`config.mk`:
```
export PLATFORM = sky130hd
export DESIGN_NAME = nvc_eeprom_ctrl
export DESIGN_NICKNAME = d
export VERILOG_FILES = /design/src/nvc_pkg.sv /design/src/nvc_eeprom_ctrl.sv
export SDC_FILE = /design/constraint.sdc
export NUM_CORES = 1
export LEC_CHECK = 0
export ABC_AREA = 1
export BUFFER_PORTS_ARGS = -buffer_cell sky130_fd_sc_hd__clkbuf_2
export CAP_MARGIN = 25
export CORE_MARGIN = 5
export CORE_UTILIZATION = 29
export CTS_CLUSTER_SIZE = 12
export DETAILED_ROUTE_END_ITERATION = 16
export PLACE_DENSITY = 0.54
export SLEW_MARGIN = 10
export SYNTH_ARGS = -nofsm -noshare
export SYNTH_HDL_FRONTEND = slang
export SYNTH_SLANG_ARGS = --single-unit
```
`constraint.sdc`:
```
create_clock -name clk_sys_i -period 2.8 [get_ports clk_sys_i]
set_input_delay 0.14 -clock clk_sys_i [delete_from_list [all_inputs] [get_ports clk_sys_i]]
set_output_delay 0.14 -clock clk_sys_i [all_outputs]
set_load 0.03 [all_outputs]
```
`src/nvc_pkg.sv`:
```
/*
 * Package of constants for the nonvolatile save/load control block.
 * Assumes the register addresses are 12 bits wide and the data is 8 bits wide.
 */
package nvc_pkg;

    // =====================================================================
    // Register addresses
    // =====================================================================
    localparam logic [11:0] NVC_ADDR_STATUS = 12'hb00; // Transfer-pending status.
    localparam logic [11:0] NVC_ADDR_ERROR = 12'hb01; // Data-error flag.
    localparam logic [11:0] NVC_ADDR_CONTROL = 12'hb02; // Unlock and soft reload.
    localparam logic [11:0] NVC_ADDR_SAVE = 12'hb03; // Save start.

    // =====================================================================
    // Field positions and reset values
    // =====================================================================
    localparam int NVC_BIT_BUSY = 0; // Pending flag in the status register.
    localparam int NVC_BIT_ERR = 0; // Error flag in the error register.
    localparam int NVC_BIT_UNLOCK = 0; // Write-protect removal in control.
    localparam int NVC_BIT_SOFT = 1; // Soft reload in control.
    localparam int NVC_BIT_SAVE = 0; // Save start in the save register.
    localparam int NVC_BIT_OPCODE = 7; // Command byte kind: 1 for an operation code.
    localparam logic NVC_UNLOCK_RST = 1'b0; // Store is write-protected after reset.

    // =====================================================================
    // Command list layout
    // =====================================================================
    localparam logic [7:0] NVC_SEG_FIRST = 8'h00; // First entry of the command list.
    localparam logic [7:0] NVC_SEG_STEP = 8'h01; // Step between list bytes.
    localparam logic [6:0] NVC_CNT_LAST = 7'h00; // Count value of the final byte.
    localparam logic [15:0] NVC_ADDR_STEP = 16'h0001; // Step between register addresses.

    // =====================================================================
    // Sequencer states
    // =====================================================================
    typedef enum logic [5:0] {
        NVC_ST_IDLE = 6'b000001,
        NVC_ST_CMD = 6'b000010,
        NVC_ST_AHI = 6'b000100,
        NVC_ST_ALO = 6'b001000,
        NVC_ST_XFER = 6'b010000,
        NVC_ST_COMMIT = 6'b100000
    } nvc_state_t;

endpackage

```
`src/nvc_eeprom_ctrl.sv`:
```
/*
 * Save/load sequencer and control registers for the nonvolatile store.
 * Assumes a synchronous internal register port from the serial control port,
 * a command list read combinationally at seg_addr_o, and a store that answers
 * each byte request with a one-cycle ack.
 */
`timescale 1ns/1ns

module nvc_eeprom_ctrl
    import nvc_pkg::*;
#(
    parameter logic [7:0] OP_COMMIT = 8'h80, // Operation code for commit to active.
    parameter logic [7:0] OP_END = 8'hff // Operation code for end of data.
) (
    // Clock and reset.
    input wire logic clk_sys_i,
    input wire logic resetn_i,
    // Register port.
    input wire logic [11:0] reg_addr_i,
    input wire logic reg_wr_i,
    input wire logic [7:0] reg_wdata_i,
    input wire logic reg_rd_i,
    output logic [7:0] reg_rdata_o,
    // Pins and configuration.
    input wire logic nv_load_pin_n_i,
    input wire logic status_sel_i,
    output logic status_pin_o,
    output logic soft_reset_o,
    // Command list read port.
    output logic [7:0] seg_addr_o,
    input wire logic [7:0] seg_data_i,
    // Nonvolatile store byte port.
    output logic nv_req_o,
    output logic nv_save_o,
    output logic [15:0] nv_reg_addr_o,
    input wire logic nv_ack_i,
    input wire logic nv_err_i,
    // Commit of buffer to active registers.
    output logic commit_o
);

    // =====================================================================
    // Declarations
    // =====================================================================
    nvc_state_t state_reg; // Sequencer state.
    nvc_state_t state_next; // Next sequencer state.
    logic busy_reg; // Transfer pending.
    logic err_reg; // Sticky data error of the last transfer.
    logic unlock_reg; // Write protection removed.
    logic save_reg; // Current transfer is a save.
    logic [6:0] cnt_reg; // Bytes left minus one in this entry.
    logic start_save; // Accepted save request.
    logic start_load; // Accepted soft reload request.

    // Returns true for a write to the given register.
    function automatic logic wr_hit(input logic [11:0] a);
        wr_hit = reg_wr_i && (reg_addr_i == a);
    endfunction

    // Requests are taken only while idle; the host is trusted to pace them.
    assign start_save = wr_hit(NVC_ADDR_SAVE) && reg_wdata_i[NVC_BIT_SAVE] && unlock_reg
                        && (state_reg == NVC_ST_IDLE);
    assign start_load = wr_hit(NVC_ADDR_CONTROL) && reg_wdata_i[NVC_BIT_SOFT] && !nv_load_pin_n_i
                        && (state_reg == NVC_ST_IDLE);

    // =====================================================================
    // Sequencer
    // =====================================================================
    // Walks the command list one entry at a time.
    always_comb begin
        state_next = state_reg;
        unique case (state_reg)
            NVC_ST_IDLE: begin
                if (start_save || start_load) begin
                    state_next = NVC_ST_CMD;
                end
            end
            NVC_ST_CMD: begin
                if (!seg_data_i[NVC_BIT_OPCODE]) begin
                    state_next = NVC_ST_AHI;
                end else if (seg_data_i == OP_COMMIT) begin
                    state_next = NVC_ST_COMMIT;
                end else begin
                    state_next = NVC_ST_IDLE; // End of data, or an unknown code, stops.
                end
            end
            NVC_ST_AHI: begin
                state_next = NVC_ST_ALO;
            end
            NVC_ST_ALO: begin
                state_next = NVC_ST_XFER;
            end
            NVC_ST_XFER: begin
                if (nv_ack_i && (cnt_reg == NVC_CNT_LAST)) begin
                    state_next = NVC_ST_CMD;
                end
            end
            NVC_ST_COMMIT: begin
                state_next = NVC_ST_CMD;
            end
        endcase
    end

    // State register and the pending flag derived from it.
    always_ff @(posedge clk_sys_i or negedge resetn_i) begin
        if (!resetn_i) begin
            state_reg <= NVC_ST_IDLE;
            busy_reg <= 1'b0;
            status_pin_o <= 1'b0;
        end else begin
            state_reg <= state_next;
            busy_reg <= (state_next != NVC_ST_IDLE);
            status_pin_o <= status_sel_i && (state_next != NVC_ST_IDLE);
        end
    end

    // Command list pointer, byte count and register address.
    always_ff @(posedge clk_sys_i or negedge resetn_i) begin
        if (!resetn_i) begin
            seg_addr_o <= NVC_SEG_FIRST;
            cnt_reg <= NVC_CNT_LAST;
            nv_reg_addr_o <= '0;
        end else begin
            if (state_reg == NVC_ST_IDLE) begin
                seg_addr_o <= NVC_SEG_FIRST;
            end else if (state_reg == NVC_ST_CMD || state_reg == NVC_ST_AHI || state_reg == NVC_ST_ALO) begin
                // Only list bytes that were consumed advance the pointer; commit already moved past its code.
                seg_addr_o <= seg_addr_o + NVC_SEG_STEP;
            end
            if (state_reg == NVC_ST_CMD) begin
                cnt_reg <= seg_data_i[6:0];
            end else if (state_reg == NVC_ST_XFER && nv_ack_i) begin
                cnt_reg <= cnt_reg - 7'h01;
            end
            if (state_reg == NVC_ST_AHI) begin
                nv_reg_addr_o <= {seg_data_i, nv_reg_addr_o[7:0]}; // Most significant byte first.
            end else if (state_reg == NVC_ST_ALO) begin
                nv_reg_addr_o <= {nv_reg_addr_o[15:8], seg_data_i};
            end else if (state_reg == NVC_ST_XFER && nv_ack_i) begin
                nv_reg_addr_o <= nv_reg_addr_o + NVC_ADDR_STEP;
            end
        end
    end

    // Store requests, direction and the commit and soft reset pulses.
    always_ff @(posedge clk_sys_i or negedge resetn_i) begin
        if (!resetn_i) begin
            nv_req_o <= 1'b0;
            save_reg <= 1'b0;
            commit_o <= 1'b0;
            soft_reset_o <= 1'b0;
        end else begin
            nv_req_o <= (state_next == NVC_ST_XFER);
            commit_o <= (state_next == NVC_ST_COMMIT);
            soft_reset_o <= start_load;
            if (start_save) begin
                save_reg <= 1'b1;
            end else if (start_load) begin
                save_reg <= 1'b0;
            end
        end
    end
    assign nv_save_o = save_reg;

    // =====================================================================
    // Control and error registers
    // =====================================================================
    // Unlock bit is the only stored control bit; the soft bit starts a reload, writes to other bits drop.
    always_ff @(posedge clk_sys_i or negedge resetn_i) begin
        if (!resetn_i) begin
            unlock_reg <= NVC_UNLOCK_RST;
        end else if (wr_hit(NVC_ADDR_CONTROL)) begin
            unlock_reg <= reg_wdata_i[NVC_BIT_UNLOCK];
        end
    end

    // Error clears when a transfer starts; a bad byte sets it and wins.
    always_ff @(posedge clk_sys_i or negedge resetn_i) begin
        if (!resetn_i) begin
            err_reg <= 1'b0;
        end else if (state_reg == NVC_ST_XFER && nv_ack_i && nv_err_i) begin
            err_reg <= 1'b1;
        end else if (start_save || start_load) begin
            err_reg <= 1'b0;
        end
    end

    // Read data; self-clearing bits show 1 while their transfer runs.
    always_ff @(posedge clk_sys_i or negedge resetn_i) begin
        if (!resetn_i) begin
            reg_rdata_o <= 8'h00;
        end else if (reg_rd_i) begin
            reg_rdata_o <= 8'h00;
            unique case (reg_addr_i)
                NVC_ADDR_STATUS: reg_rdata_o[NVC_BIT_BUSY] <= busy_reg;
                NVC_ADDR_ERROR: reg_rdata_o[NVC_BIT_ERR] <= err_reg;
                NVC_ADDR_CONTROL: begin
                    reg_rdata_o[NVC_BIT_UNLOCK] <= unlock_reg;
                    reg_rdata_o[NVC_BIT_SOFT] <= busy_reg && !save_reg;
                end
                NVC_ADDR_SAVE: reg_rdata_o[NVC_BIT_SAVE] <= busy_reg && save_reg;
                default: reg_rdata_o <= 8'h00;
            endcase
        end
    end
endmodule

```
# Word-level counts from Yosys, hierarchy flattened
# Cells that the tools add are included.
[word_totals]
ff_bits = 47
[op_classes]
addsub = 3
n_eq_ne = 15
muxes = 18
bitwise = 1
reduce_logical = 28
[ops]
columns = ["cell", "n"]
rows = [
  ["12-bit == test, second input constant", 4],
  ["16-bit 2-to-1 mux", 3],
  ["6-bit one-hot mux with 6 select lines", 1],
  ["6-bit 2-to-1 mux", 4],
  ["16-bit by 1-bit adder with 16-bit output, second input constant", 1],
  ["8-bit 2-to-1 mux", 2],
  ["1-bit logical AND", 14],
  ["7-bit 2-to-1 mux", 2],
  ["6-bit by 5-bit == test with 1-bit output, second input constant", 2],
  ["6-bit == test, second input constant", 2],
  ["2-bit nonzero test", 6],
  ["8-bit by 1-bit adder with 8-bit output, second input constant", 1],
  ["8-bit == test, second input constant", 1],
  ["7-bit zero test", 1],
  ["7-bit by 1-bit subtractor with 7-bit output, second input constant", 1],
  ["6-bit by 1-bit == test with 1-bit output, second input constant", 1],
  ["6-bit by 2-bit == test with 1-bit output, second input constant", 1],
  ["6-bit by 3-bit == test with 1-bit output, second input constant", 1],
  ["6-bit by 4-bit == test with 1-bit output, second input constant", 1],
  ["6-bit by 1-bit inequality test with 1-bit output, second input constant", 1],
  ["1-bit 2-to-1 mux", 5],
  ["1-bit one-hot mux with 4 select lines", 1],
  ["2-bit AND reduction", 2],
  ["1-bit logical OR", 3],
  ["3 further kinds", 4],
]

# Longest topological paths before layout
# Gate-level depths: netlist (run 1).
[depth]
depth_word = 10
mapped_depth = 12
ltp_nobuf = 12

# Worst setup path before layout (run 1)
# Ideal clock, no wire load.
[synth_timing]
kind = "register to register"
startpoint = "register nv_reg_addr_o[1]"
endpoint = "register nv_reg_addr_o[12]"
setup_ns = 0.129
arrival_ns = 1.681
required_ns = 2.671
path_slack_ns = 0.990
stages_incl_launch_ff = 9
n_path_buf = 0
synth_period_minus_slack_ns = 1.810
cell_sequence = "dfrtp_1 > ha_1 > nand3_1 > nor3_2 > nand4_1 > o21ai_0 > o21ai_0 > o21ai_1 > o21ai_1"
[synth_between]
elab_chain_cells = 4
[synth_lines]
columns = ["item", "line_no", "rtl"]
rows = [
  ["start, declared", "nvc_eeprom_ctrl.sv:35", "output logic [15:0] nv_reg_addr_o,"],
  ["start signal, assigned", "nvc_eeprom_ctrl.sv:136", "nv_reg_addr_o <= {seg_data_i, nv_reg_addr_o[7:0]};"],
  ["start signal, assigned", "nvc_eeprom_ctrl.sv:138", "nv_reg_addr_o <= {nv_reg_addr_o[15:8], seg_data_i};"],
  ["start signal, assigned", "nvc_eeprom_ctrl.sv:140", "nv_reg_addr_o <= nv_reg_addr_o + NVC_ADDR_STEP;"],
  ["16-bit by 1-bit adder with 16-bit output", "nvc_eeprom_ctrl.sv:140", ""],
  ["16-bit 2-to-1 mux", "nvc_eeprom_ctrl.sv:139", "end else if (state_reg == NVC_ST_XFER && nv_ack_i) begin"],
  ["16-bit 2-to-1 mux", "nvc_eeprom_ctrl.sv:137", "end else if (state_reg == NVC_ST_ALO) begin"],
  ["16-bit 2-to-1 mux", "nvc_eeprom_ctrl.sv:135", "if (state_reg == NVC_ST_AHI) begin"],
]
# No other way between the ends. The select of a mux whose other input is x is not followed.
# A chain may end at the register's enable or synchronous reset.

# Worst setup path in the final report (run 1)
[layout_timing]
startpoint = "register nv_reg_addr_o[0]"
endpoint = "register nv_reg_addr_o[12]"
# Same word-level chain as after synthesis.

==> summary.txt, run 1 <==
STA
  – Unrepaired setup endpoints after global routing: false
  – Pin slew with the least headroom to its limit: roughly 0.64 ns
  – Total Negative Setup Slacks: 0 ns
  – Final slew viol count: 0
  – Worst hold slack across all endpoints: 0.02182 ns
  – Maximum clock skew at final layout: 0.007362 ns
  – Final worst setup slack: 0.8455 ns
  – Minimum clock period after layout: roughly 2.0 ns
  – Fmax: 511.6 MHz
  – Worst slew slack as a fraction of its limit: 57.48%
  – Period utilisation layout: 69.81%
  – Final hold vios: 0
  – Number of failing setup endpoints in the final timing report: 0

Floorplan
  – Die outline height: 110.3 um
  – Die area: 0.01216 mm2
  – Floorplan Core Area: 0.009774 mm2
  – Starting density of the core: 29.84%
  – Die boundary width: between 100 and 150 um
  – Row count: 36
  – I/O pin count: 73

Setup path
  – Type of origin of the critical path: register
  – Worst-path fanout max: 5
  – Maximum single-stage delay on the critical path: 0.43 ns
  – WP buf/inv: 0
  – Worst path arrival time: 2.16 ns
  – Slack of the worst reg-to-reg path: 0.85 ns
  – Critical path depth: 8
  – Reg-to-reg critical path endpoint: nv_reg_addr_o[12]
  – Worst Setup Path Type: register to register
  – Critical path endpoint category: register
  – Required time of the critical path: roughly 3.0 ns
  – Launch instance of the worst register-to-register path: nv_reg_addr_o[0]
  – Crit path max-delay cell type: dfrtp_1
  – Depth of the most critical reg-to-reg path: 8
  – Critical path's top delay family: simple AND/OR/NAND/NOR gates
  – CP cell instances: ha_1 -> nand3_1 -> nor3_2 -> nand4_1 -> o21ai_0 -> o21ai_0 -> o21ai_1 -> o21ai_1

Yosys
  – Fraction of the yosys area taken by sequential cells: roughly 40%
  – Fraction of synthesized cell area taken by the top area cell type: 39.47%
  – Synth area leaders: dfrtp_1 (39%), nand2_1 (8.2%), inv_1 (7.9%), nand3_1 (5.1%), nor2_1 (4.8%)
  – Post-synthesis average cell area: slightly below 8 um2
  – Commonest cells in the netlist: nand2_1 (64), inv_1 (61), dfrtp_1 (46)
  – Count of flip-flops with a built-in enable after synthesis: 0
  – Count leader, synth: nand2_1
  – Dominant cell type by area after synthesis: dfrtp_1
  – Synth Area in XOR/XNOR: 2.402%
  – Number of standard cells after synthesis: about 380
  – Area of the mapped netlist: 0.002917 mm2
  – Total of flip-flops plus latches after synthesis: 47
  – Post-Synth Adder-Cell Area: 1.716%
  – Post-synth top flop: dfrtp_1
  – Fraction of synthesis flops using an asynchronous set or reset pin: 100.0%
  – Yosys warning total: 0
  – Combinational family with the most area after synthesis: simple AND/OR/NAND/NOR gates
  – Proportion of synthesized area in mux cells: 0.3861%
  – Basic-gate share of the synthesized area counting and, or, nand and nor cells: between 30% and 40%
  – Distinct cell type count of the synthesized netlist: 38
  – Compound-gate portion of the synthesized area: roughly an eighth

Power and ir drop
  – Switching power: 0.3561 mW
  – Combinational power share: 9.4%
  – Relative contribution of sequential cells to total power: between 40% and 50%
  – Overall power of the completed layout: 1.449 mW
  – Peak VDD IR: between 0.2 and 0.25 mV
  – Switching part of the total: 24.57%
  – Cell-internal power: approximately 1.1 mW
  – Leak Pwr: 1.785 nW
  – Clock network fraction of total power: 41.9%
  – Power Dens Cells: 413.8 mW/mm2

Route
  – Overall routed net length: 7.377 mm
  – DRC viols: 0
  – Post-detailed-route count of antenna-violating nets: 0
  – Detailed Route Iter0 Violations: 154
  – Number of detailed-routing iterations run before antenna repair: 7
  – Detailed-route via count: 2657
  – Average wire per cell in the routed design: 12.83 um
  – Routed via count divided by cell count: 4.621

Clocking
  – Total number of H-tree levels: 2
  – Clk Latency, worst-skew pair: slightly above 0.3 ns
  – TritonCTS buffer count: 5
  – Number of sinks on the clock net: 47
  – Max Buffers Root-to-Sink: 2
  – CTS tree: built
  – Cell at the root of the clock tree: clkbuf_8
  – Clock input transition at the sequential cells of the worst setup and hold paths: approximately 0.10 ns
  – Number of buffers inserted to repair setup after CTS: 0

Finish
  – Fraction of final layout cells with drive strength greater than 1: around 24%
  – Largest register FFs: 16
  – Post-layout net count: around 480
  – Area added between synthesis and finish: 20.08%
  – Layout filler cell count: about 1.0k
  – Share of the core filled with cells in the final layout: between 30 and 40%
  – Number of antenna cells inserted: 0

Outcome
  – Run status: finished, final reports clean

Job
  – Maximum Capacitance Violations: 0

Place
  – Number of I/O port buffers: 60
  – HPWL after DPL: around 5.6 mm
  – Final weighted congestion of routability-driven global placement: roughly 0.85
  – Setup slack at placement: between 0.9 and 1 ns

GRT
  – Vias in the first global route: around 2.6k
  – Antenna violations before repair: 0
  – Wire length of the first global-routing pass: about 12 mm
  – Leftover overflow at the end of global routing: 0
  – Total routing resource utilization after global routing: 12.70%
  – Largest net degree at the start of global routing: 48

Worst hold path
  – Number of cells traversed by the worst hold path: 3
  – Endpoint with the worst hold slack: status_pin_o
  – Worst hold path type: primary input to register
  – Hold path startpoint: status_sel_i
==> logic make-up after synthesis <==
logic type | after synthesis
buffers and inverters | 79
AOI/OAI and AO/OA | 62
DFF | 47
and+or+nand+nor | 173
xor gates and xnor gates | 8
other | 1
adders and majority gates | 4
muxes | 1
==> per-layer routing <==
metal,routed length [um],GRT usage [%],up-vias
li1,-,-,1343
met5,0,0,-
met4,69,3.078,0
met2,3245,20.80,83
met1,3540,17.03,1224
met3,522,2.912,7
==> worst min-delay path, cell delays in order <==
cell and delay, ns:
clkbuf_2 0.08, inv_1 0.05, nor2_1 0.04
==> metrics by stage <==
stage               cells  area (um2)
floorplan             380        2935
global placement      566        3359
detailed placement    566        3359
CTS                   575        3502
global route          575        3502
finish                575        3502
==> area by class of cell <==
type / instances / area (um2) / share of cell area, %
Multi-Input combinational cell: 254 / 1435 / 40.98
Sequential cell: 47 / 1177 / 33.62
Timing Repair Buffer: 63 / 325.3 / 9.289
Inverter: 70 / 265.3 / 7.574
Tap cell: 133 / 166.4 / 4.752
Clock buffer: 6 / 72.57 / 2.072
Clock inverter: 2 / 60.06 / 1.715
==> power groups by stage <==
| stage | registers [mW] | clock network (mW) | logic (mW) |
|---|---|---|---|
| finish | 0.706 | 0.607 | 0.136 |
| global placement | 0.719 | 0 | 0.136 |
| CTS | 0.706 | 0.630 | 0.139 |
| detailed placement | 0.719 | 0 | 0.137 |
| global route | 0.709 | 0.649 | 0.154 |
| floorplan | 0.734 | 0 | 0.0642 |
==> timing repair <==
action,4_1_cts,5_1_grt
endpoints found under the hold margin,46,0
resized for setup,0,0
hold buffers,1,0
==> how the worst max path moves through the flow <==
| stage | endpoint | startpoint | slack (ns) |
|---|---|---|---|
| 3_3_place_gp | busy_reg | state_reg[4] | 0.95 |
| 3_5_place_dp | nv_reg_addr_o[12] | nv_reg_addr_o[0] | 0.91 |
| 5_1_grt | nv_reg_addr_o[12] | nv_reg_addr_o[0] | 0.58 |
| 2_1_floorplan | nv_reg_addr_o[12] | nv_reg_addr_o[1] | 0.99 |
| 6_report | nv_reg_addr_o[12] | nv_reg_addr_o[0] | 0.85 |
| 4_1_cts | nv_reg_addr_o[12] | nv_reg_addr_o[0] | 0.90 |
==> layout by cell type (no fill, tap or decap), drive strengths merged, types with 7 or more instances in the layout <==
master	n
inv	69
clkbuf	66
dfrtp	46
nor3	7
a21oi	16
nand3	39
nand4	9
o21ai	22
nand2	69
nor2	49
(Power assumes the default switching activity.)
==> inputs of run 2 (changes only) <==
--- a/config.mk
+++ b/config.mk
@@ -12,7 +12,7 @@
 export CORE_UTILIZATION = 29
 export CTS_CLUSTER_SIZE = 12
 export DETAILED_ROUTE_END_ITERATION = 16
-export PLACE_DENSITY = 0.54
+export PLACE_DENSITY = 0.55
 export SLEW_MARGIN = 10
 export SYNTH_ARGS = -nofsm -noshare
 export SYNTH_HDL_FRONTEND = slang
==> constraint.sdc (replaced) <==
create_clock -name clk_sys_i -period 1.76 [get_ports clk_sys_i]
set_input_delay 0.088 -clock clk_sys_i [delete_from_list [all_inputs] [get_ports clk_sys_i]]
set_output_delay 0.088 -clock clk_sys_i [all_outputs]
set_load 0.03 [all_outputs]
==> summary.txt, run 2 (synthesis results as in run 1) <==
Floorplan
  – Row count: 36
  – Starting density of the core: 29.84%
  – Floorplan Core Area: 0.009774 mm2
  – I/O pin count: 73
  – Die boundary width: 110.3 um
  – Die area: 0.01216 mm2
  – Die outline height: 110.3 um

Setup path
  – Crit path max-delay cell type: dfrtp_2
  – Type of origin of the critical path: register
  – Maximum single-stage delay on the critical path: 0.45 ns
  – Critical path endpoint category: register
  – Worst-path fanout max: 11
  – Worst Setup Path Type: register to register
  – Required time of the critical path: 1.94 ns
  – Worst path arrival time: 1.86 ns
  – Slack of the worst reg-to-reg path: 0.09 ns
  – CP cell instances: inv_2 -> nand2_1 -> nor2_4 -> nand2_2 -> nor2_4 -> buf_4 -> buf_12 -> nand2_1 -> a21oi_1 -> a22oi_1

Clocking
  – CTS tree: built
  – Clock input transition at the sequential cells of the worst setup and hold paths: 0.09 ns
  – Number of sinks on the clock net: 47
  – Total number of H-tree levels: 2
  – Clk Latency, worst-skew pair: 0.30 ns
  – Cell at the root of the clock tree: clkbuf_8
  – TritonCTS buffer count: 5
  – Max Buffers Root-to-Sink: 2

GRT
  – Met3 Usage GRT: about 2.6%
  – Global routing's busiest layer: met2
  – Leftover overflow at the end of global routing: 0
  – Met2 global-route usage: a little over a fifth
  – Largest net degree at the start of global routing: 22
  – Wire length of the first global-routing pass: between 10 and 15 mm
  – Total routing resource utilization after global routing: between 10% and 20%
  – Routing usage on met1: 16.93%
  – Vias in the first global route: 2704
  – Antenna violations before repair: 0

STA
  – Number of failing setup endpoints in the final timing report: 0
  – Final worst setup slack: slightly below 0.09 ns
  – Final hold vios: 0
  – Fmax: 598.0 MHz
  – Minimum clock period after layout: 1.672 ns
  – Maximum clock skew at final layout: a little under 0.01 ns
  – Worst hold slack across all endpoints: 0.006107 ns
  – Pin slew with the least headroom to its limit: ~0.54 ns
  – Unrepaired setup endpoints after global routing: true
  – Worst slew slack as a fraction of its limit: between 60% and 70%
  – Period utilisation layout: 95.01%
  – Final slew viol count: 0

Route
  – Number of detailed-routing iterations run before antenna repair: 4
  – Routed via count divided by cell count: around 4.6
  – Detailed Route Iter0 Violations: 127
  – Overall routed net length: 7.477 mm
  – Detailed-route via count: 2707
  – Post-detailed-route count of antenna-violating nets: 0
  – Average wire per cell in the routed design: 12.69 um
  – DRC viols: 0

Power and ir drop
  – Peak VDD IR: roughly 0.28 mV
  – Power Dens Cells: 559.6 mW/mm2
  – Leak Pwr: 1.834 nW
  – Overall power of the completed layout: 2.038 mW

Finish
  – Number of antenna cells inserted: 0
  – Leading cell type in the layout, fill and taps excluded: nand2_1
  – Final Instance Count excl. Fillers: between 500 and 600
  – Largest register FFs: 16
  – Most frequent cells in the layout: nand2_1 (64), inv_1 (60), clkbuf_2 (60)
  – Area added between synthesis and finish: 24.88%
  – Post-layout net count: 495
  – Fraction of final layout cells with drive strength greater than 1: 29.17%

Place
  – Setup slack at placement: roughly 0.074 ns
  – Number of I/O port buffers: 60
  – HPWL after DPL: 5.892 mm
  – Final weighted congestion of routability-driven global placement: 0.8292
  – Cell Count Post-Placement: 575

Outcome
  – Run status: finished, final reports clean

Worst hold path
  – Worst hold path type: primary input to register

Job
  – Maximum Capacitance Violations: 0
-- run 2: metal layers --
layer | wire length, um | up-vias
met1 | 3548 | 1248
met3 | 451 | 6
li1 | - | 1373
met4 | 38 | 0
met5 | 0 | -
met2 | 3438 | 80
-- run 2: area by class of cell --
| type | count | area [um2] |
|---|---|---|
| sequential | 47 | 1184 |
| timing repair buffer | 77 | 445.4 |
| tap | 133 | 166.4 |
| fill | 1053 | 6132 |
| inverter | 70 | 267.8 |
| multi-input combinational | 254 | 1488 |
| clock buffer | 7 | 86.33 |
| clock inverter | 1 | 5.005 |
-- run 2: what timing repair did --
action                     in CTS  in global routing
setup endpoints to repair       0                  8
gates resized for setup         0                 17
setup buffers                   0                  4
hold buffers                    2                  0
hold endpoints to repair       19                  0
-- run 2: final timing paths --
path	startpoint	end	depth (start not counted)
min reg2reg	seg_addr_o[7]	seg_addr_o[7]	1
max	state_reg[2]	cnt_reg[5]	10
max in group asynchronous	resetn_i	cnt_reg[4]	3
max reg2reg	state_reg[2]	cnt_reg[5]	10
min	reg_rd_i	reg_rdata_o[1]	2
min in group asynchronous	resetn_i	reg_rdata_o[0]	2
-- run 2: critical path, delay by kind of cell (launching register included) --
kind                   cells  cell delay (ns)
flip-flops                 1             0.45
buffers and inverters      3             0.33
AO/OA/AOI/OAI              2             0.22
AND/OR/NAND/NOR            5             0.55
-- run 2: metrics by stage --
step,area (um2),TNS (ns),util [%]
6_report,3642,0,37.26
5_1_grt,3642,-0.05794,37.26
4_1_cts,3553,0,36.35
3_5_place_dp,3442,0,35.22
3_3_place_gp,3442,0,35.22
2_1_floorplan,2938,0,-
-- run 2: where the power goes --
| part | leakage (nW) | switching (mW) | internal (mW) |
|---|---|---|---|
| combinational | 1.23 | 0.151 | 0.0746 |
| sequential | 0.555 | 0.0228 | 1.10 |
| clock | 0.0482 | 0.370 | 0.318 |
| total | 1.83 | 0.543 | 1.49 |
==> inputs of run 3 (changes only) <==
--- a/config.mk
+++ b/config.mk
@@ -13,6 +13,7 @@
 export CTS_CLUSTER_SIZE = 12
 export DETAILED_ROUTE_END_ITERATION = 16
 export PLACE_DENSITY = 0.55
+export SETUP_SLACK_MARGIN = 0.5
 export SLEW_MARGIN = 10
 export SYNTH_ARGS = -nofsm -noshare
 export SYNTH_HDL_FRONTEND = slang
==> summary.txt, run 3 (synthesis results as in run 1) <==
Outcome
  – Run status: finished, final reports clean

Setup path
  – Worst Setup Path Type: register to register
  – Worst path arrival time: between 1.5 and 2 ns
  – Critical path endpoint category: register
  – Worst-path fanout max: 5
  – Crit path max-delay cell type: dfrtp_2
  – Critical path's top delay family: simple AND/OR/NAND/NOR gates
  – Maximum single-stage delay on the critical path: roughly 0.45 ns
  – CP cell instances: nor2_4 -> nand3_4 -> nand2_4 -> nor2_4 -> nand3_2 -> nand2_2 -> nor2_4 -> nand3_2 -> nor2_4 -> nor2_1
  – Cell repeated most along the worst path: nor2_4
  – Type of origin of the critical path: register
  – Required time of the critical path: 1.96 ns
  – WP buf/inv: 0

Power and ir drop
  – Leak Pwr: around 2.0 nW
  – Power Dens Cells: 498.0 mW/mm2
  – Peak VDD IR: 0.2859 mV

Route
  – Detailed Route Iter0 Violations: 89
  – Post-detailed-route count of antenna-violating nets: 0
  – Number of detailed-routing iterations run before antenna repair: 5
  – Average wire per cell in the routed design: between 10 and 15 um
  – Detailed-route via count: 2854
  – Overall routed net length: 7.761 mm
  – Routed via count divided by cell count: roughly 4.6
  – DRC viols: 0

STA
  – Final slew viol count: 0
  – Period utilisation layout: 92.76%
  – Final hold vios: 0
  – Maximum clock skew at final layout: 0.004760 ns
  – Unrepaired setup endpoints after global routing: true
  – Minimum clock period after layout: roughly 1.6 ns
  – Fmax: roughly 600 MHz
  – Number of failing setup endpoints in the final timing report: 0
  – Total Negative Setup Slacks: 0 ns

Clocking
  – TritonCTS buffer count: 5
  – Clk Latency, worst-skew pair: 0.30 ns
  – CTS tree: built
  – Clock input transition at the sequential cells of the worst setup and hold paths: 0.09 ns
  – Cell at the root of the clock tree: clkbuf_8
  – Number of sinks on the clock net: 47
  – Max Buffers Root-to-Sink: 2
  – Total number of H-tree levels: 2

Floorplan
  – I/O pin count: 73
  – Die boundary width: 110.3 um
  – Starting density of the core: 29.84%
  – Floorplan Core Area: approximately 0.0098 mm2
  – Row count: 36
  – Die outline height: 110.3 um
  – Die area: 0.01216 mm2

GRT
  – Total routing resource utilization after global routing: 13.41%
  – Wire length of the first global-routing pass: roughly 13 mm
  – Largest net degree at the start of global routing: 34
  – Vias in the first global route: 2819
  – Leftover overflow at the end of global routing: 0
  – Antenna violations before repair: 0

Finish
  – Most frequent cells in the layout: clkbuf_2 (60), nand2_1 (55), inv_1 (52)
  – Area added between synthesis and finish: 44.36%
  – Post-layout net count: ~520
  – Number of antenna cells inserted: 0
  – Largest register FFs: 16
  – Layout filler cell count: 1012
  – Leading cell type in the layout, fill and taps excluded: clkbuf_2
  – Fraction of final layout cells with drive strength greater than 1: a little over two fifths
  – Share of the core filled with cells in the final layout: 43.07%

Place
  – HPWL after DPL: 5.852 mm
  – Number of I/O port buffers: 60
  – Final weighted congestion of routability-driven global placement: just over 0.8

Worst hold path
  – Worst hold path type: primary input to register

Job
  – Maximum Capacitance Violations: 0
## run 3: cell types whose count changed in the layout (fill, tap and decap cells not counted), sizes merged
cell,previous run,this run
clkinv,2,0
inv,69,70
buf,15,43
clkbuf,67,68
## run 3: per-stage QoR
step / instances / hold slack (ns) / cell area [um2] / worst slack [ns] / total power [mW]
6_report: 617 / 0.006698 / 4210 / 0.1274 / 2.097
5_1_grt: 617 / 0.01105 / 4210 / 0.008812 / 2.197
4_1_cts: 614 / 0.003073 / 4074 / 0.1452 / 2.126
3_5_place_dp: 579 / 0.04702 / 3568 / 0.03747 / 1.374
3_3_place_gp: 579 / 0.04812 / 3568 / 0.07807 / 1.371
2_1_floorplan: 380 / -0.2076 / 3050 / 0.1341 / 1.278
## run 3: final timing paths
path                            cells after the start     startpoint  slack, ns             end
worst max-delay path                               10   state_reg[4]       0.13    status_pin_o
worst min-delay path                                2       reg_rd_i      0.007  reg_rdata_o[1]
worst max register to register                     10   state_reg[4]       0.13    status_pin_o
worst min register to register                      1  seg_addr_o[7]       0.48   seg_addr_o[7]
max in group asynchronous                           3       resetn_i       0.92    state_reg[0]
min in group asynchronous                           2       resetn_i       0.25  reg_rdata_o[0]
## run 3: report_power, final
part	switching, mW	internal [mW]
Clock	0.374	0.360
Combinational	0.157	0.0830
Sequential	0.0205	1.10
Total	0.552	1.54
## run 3: routing by layer
metal  global-route usage (%)  up-vias  wire (um)
met3                    2.912        4        488
met1                    17.44     1333       3389
met5                        0        -          0
li1                         -     1438          -
met2                    23.27       79       3838
met4                    2.111        0         44
## run 3: final cells by class
class | count | area (um2) | share of cell area (%)
inverters | 70 | 300.3 | 7.132
well taps | 133 | 166.4 | 3.952
multi-input cells | 254 | 1744 | 41.43
flip-flops and latches | 47 | 1186 | 28.17
repair buffers | 105 | 713.2 | 16.94
clock buffers | 8 | 100.1 | 2.377
## run 3: repair_timing
action,in CTS,in global routing
gates resized for setup,48,33
hold buffers,2,0
setup endpoints to repair,41,44
buffers inserted,25,3
endpoints found under the hold margin,15,0
pin swaps,26,22
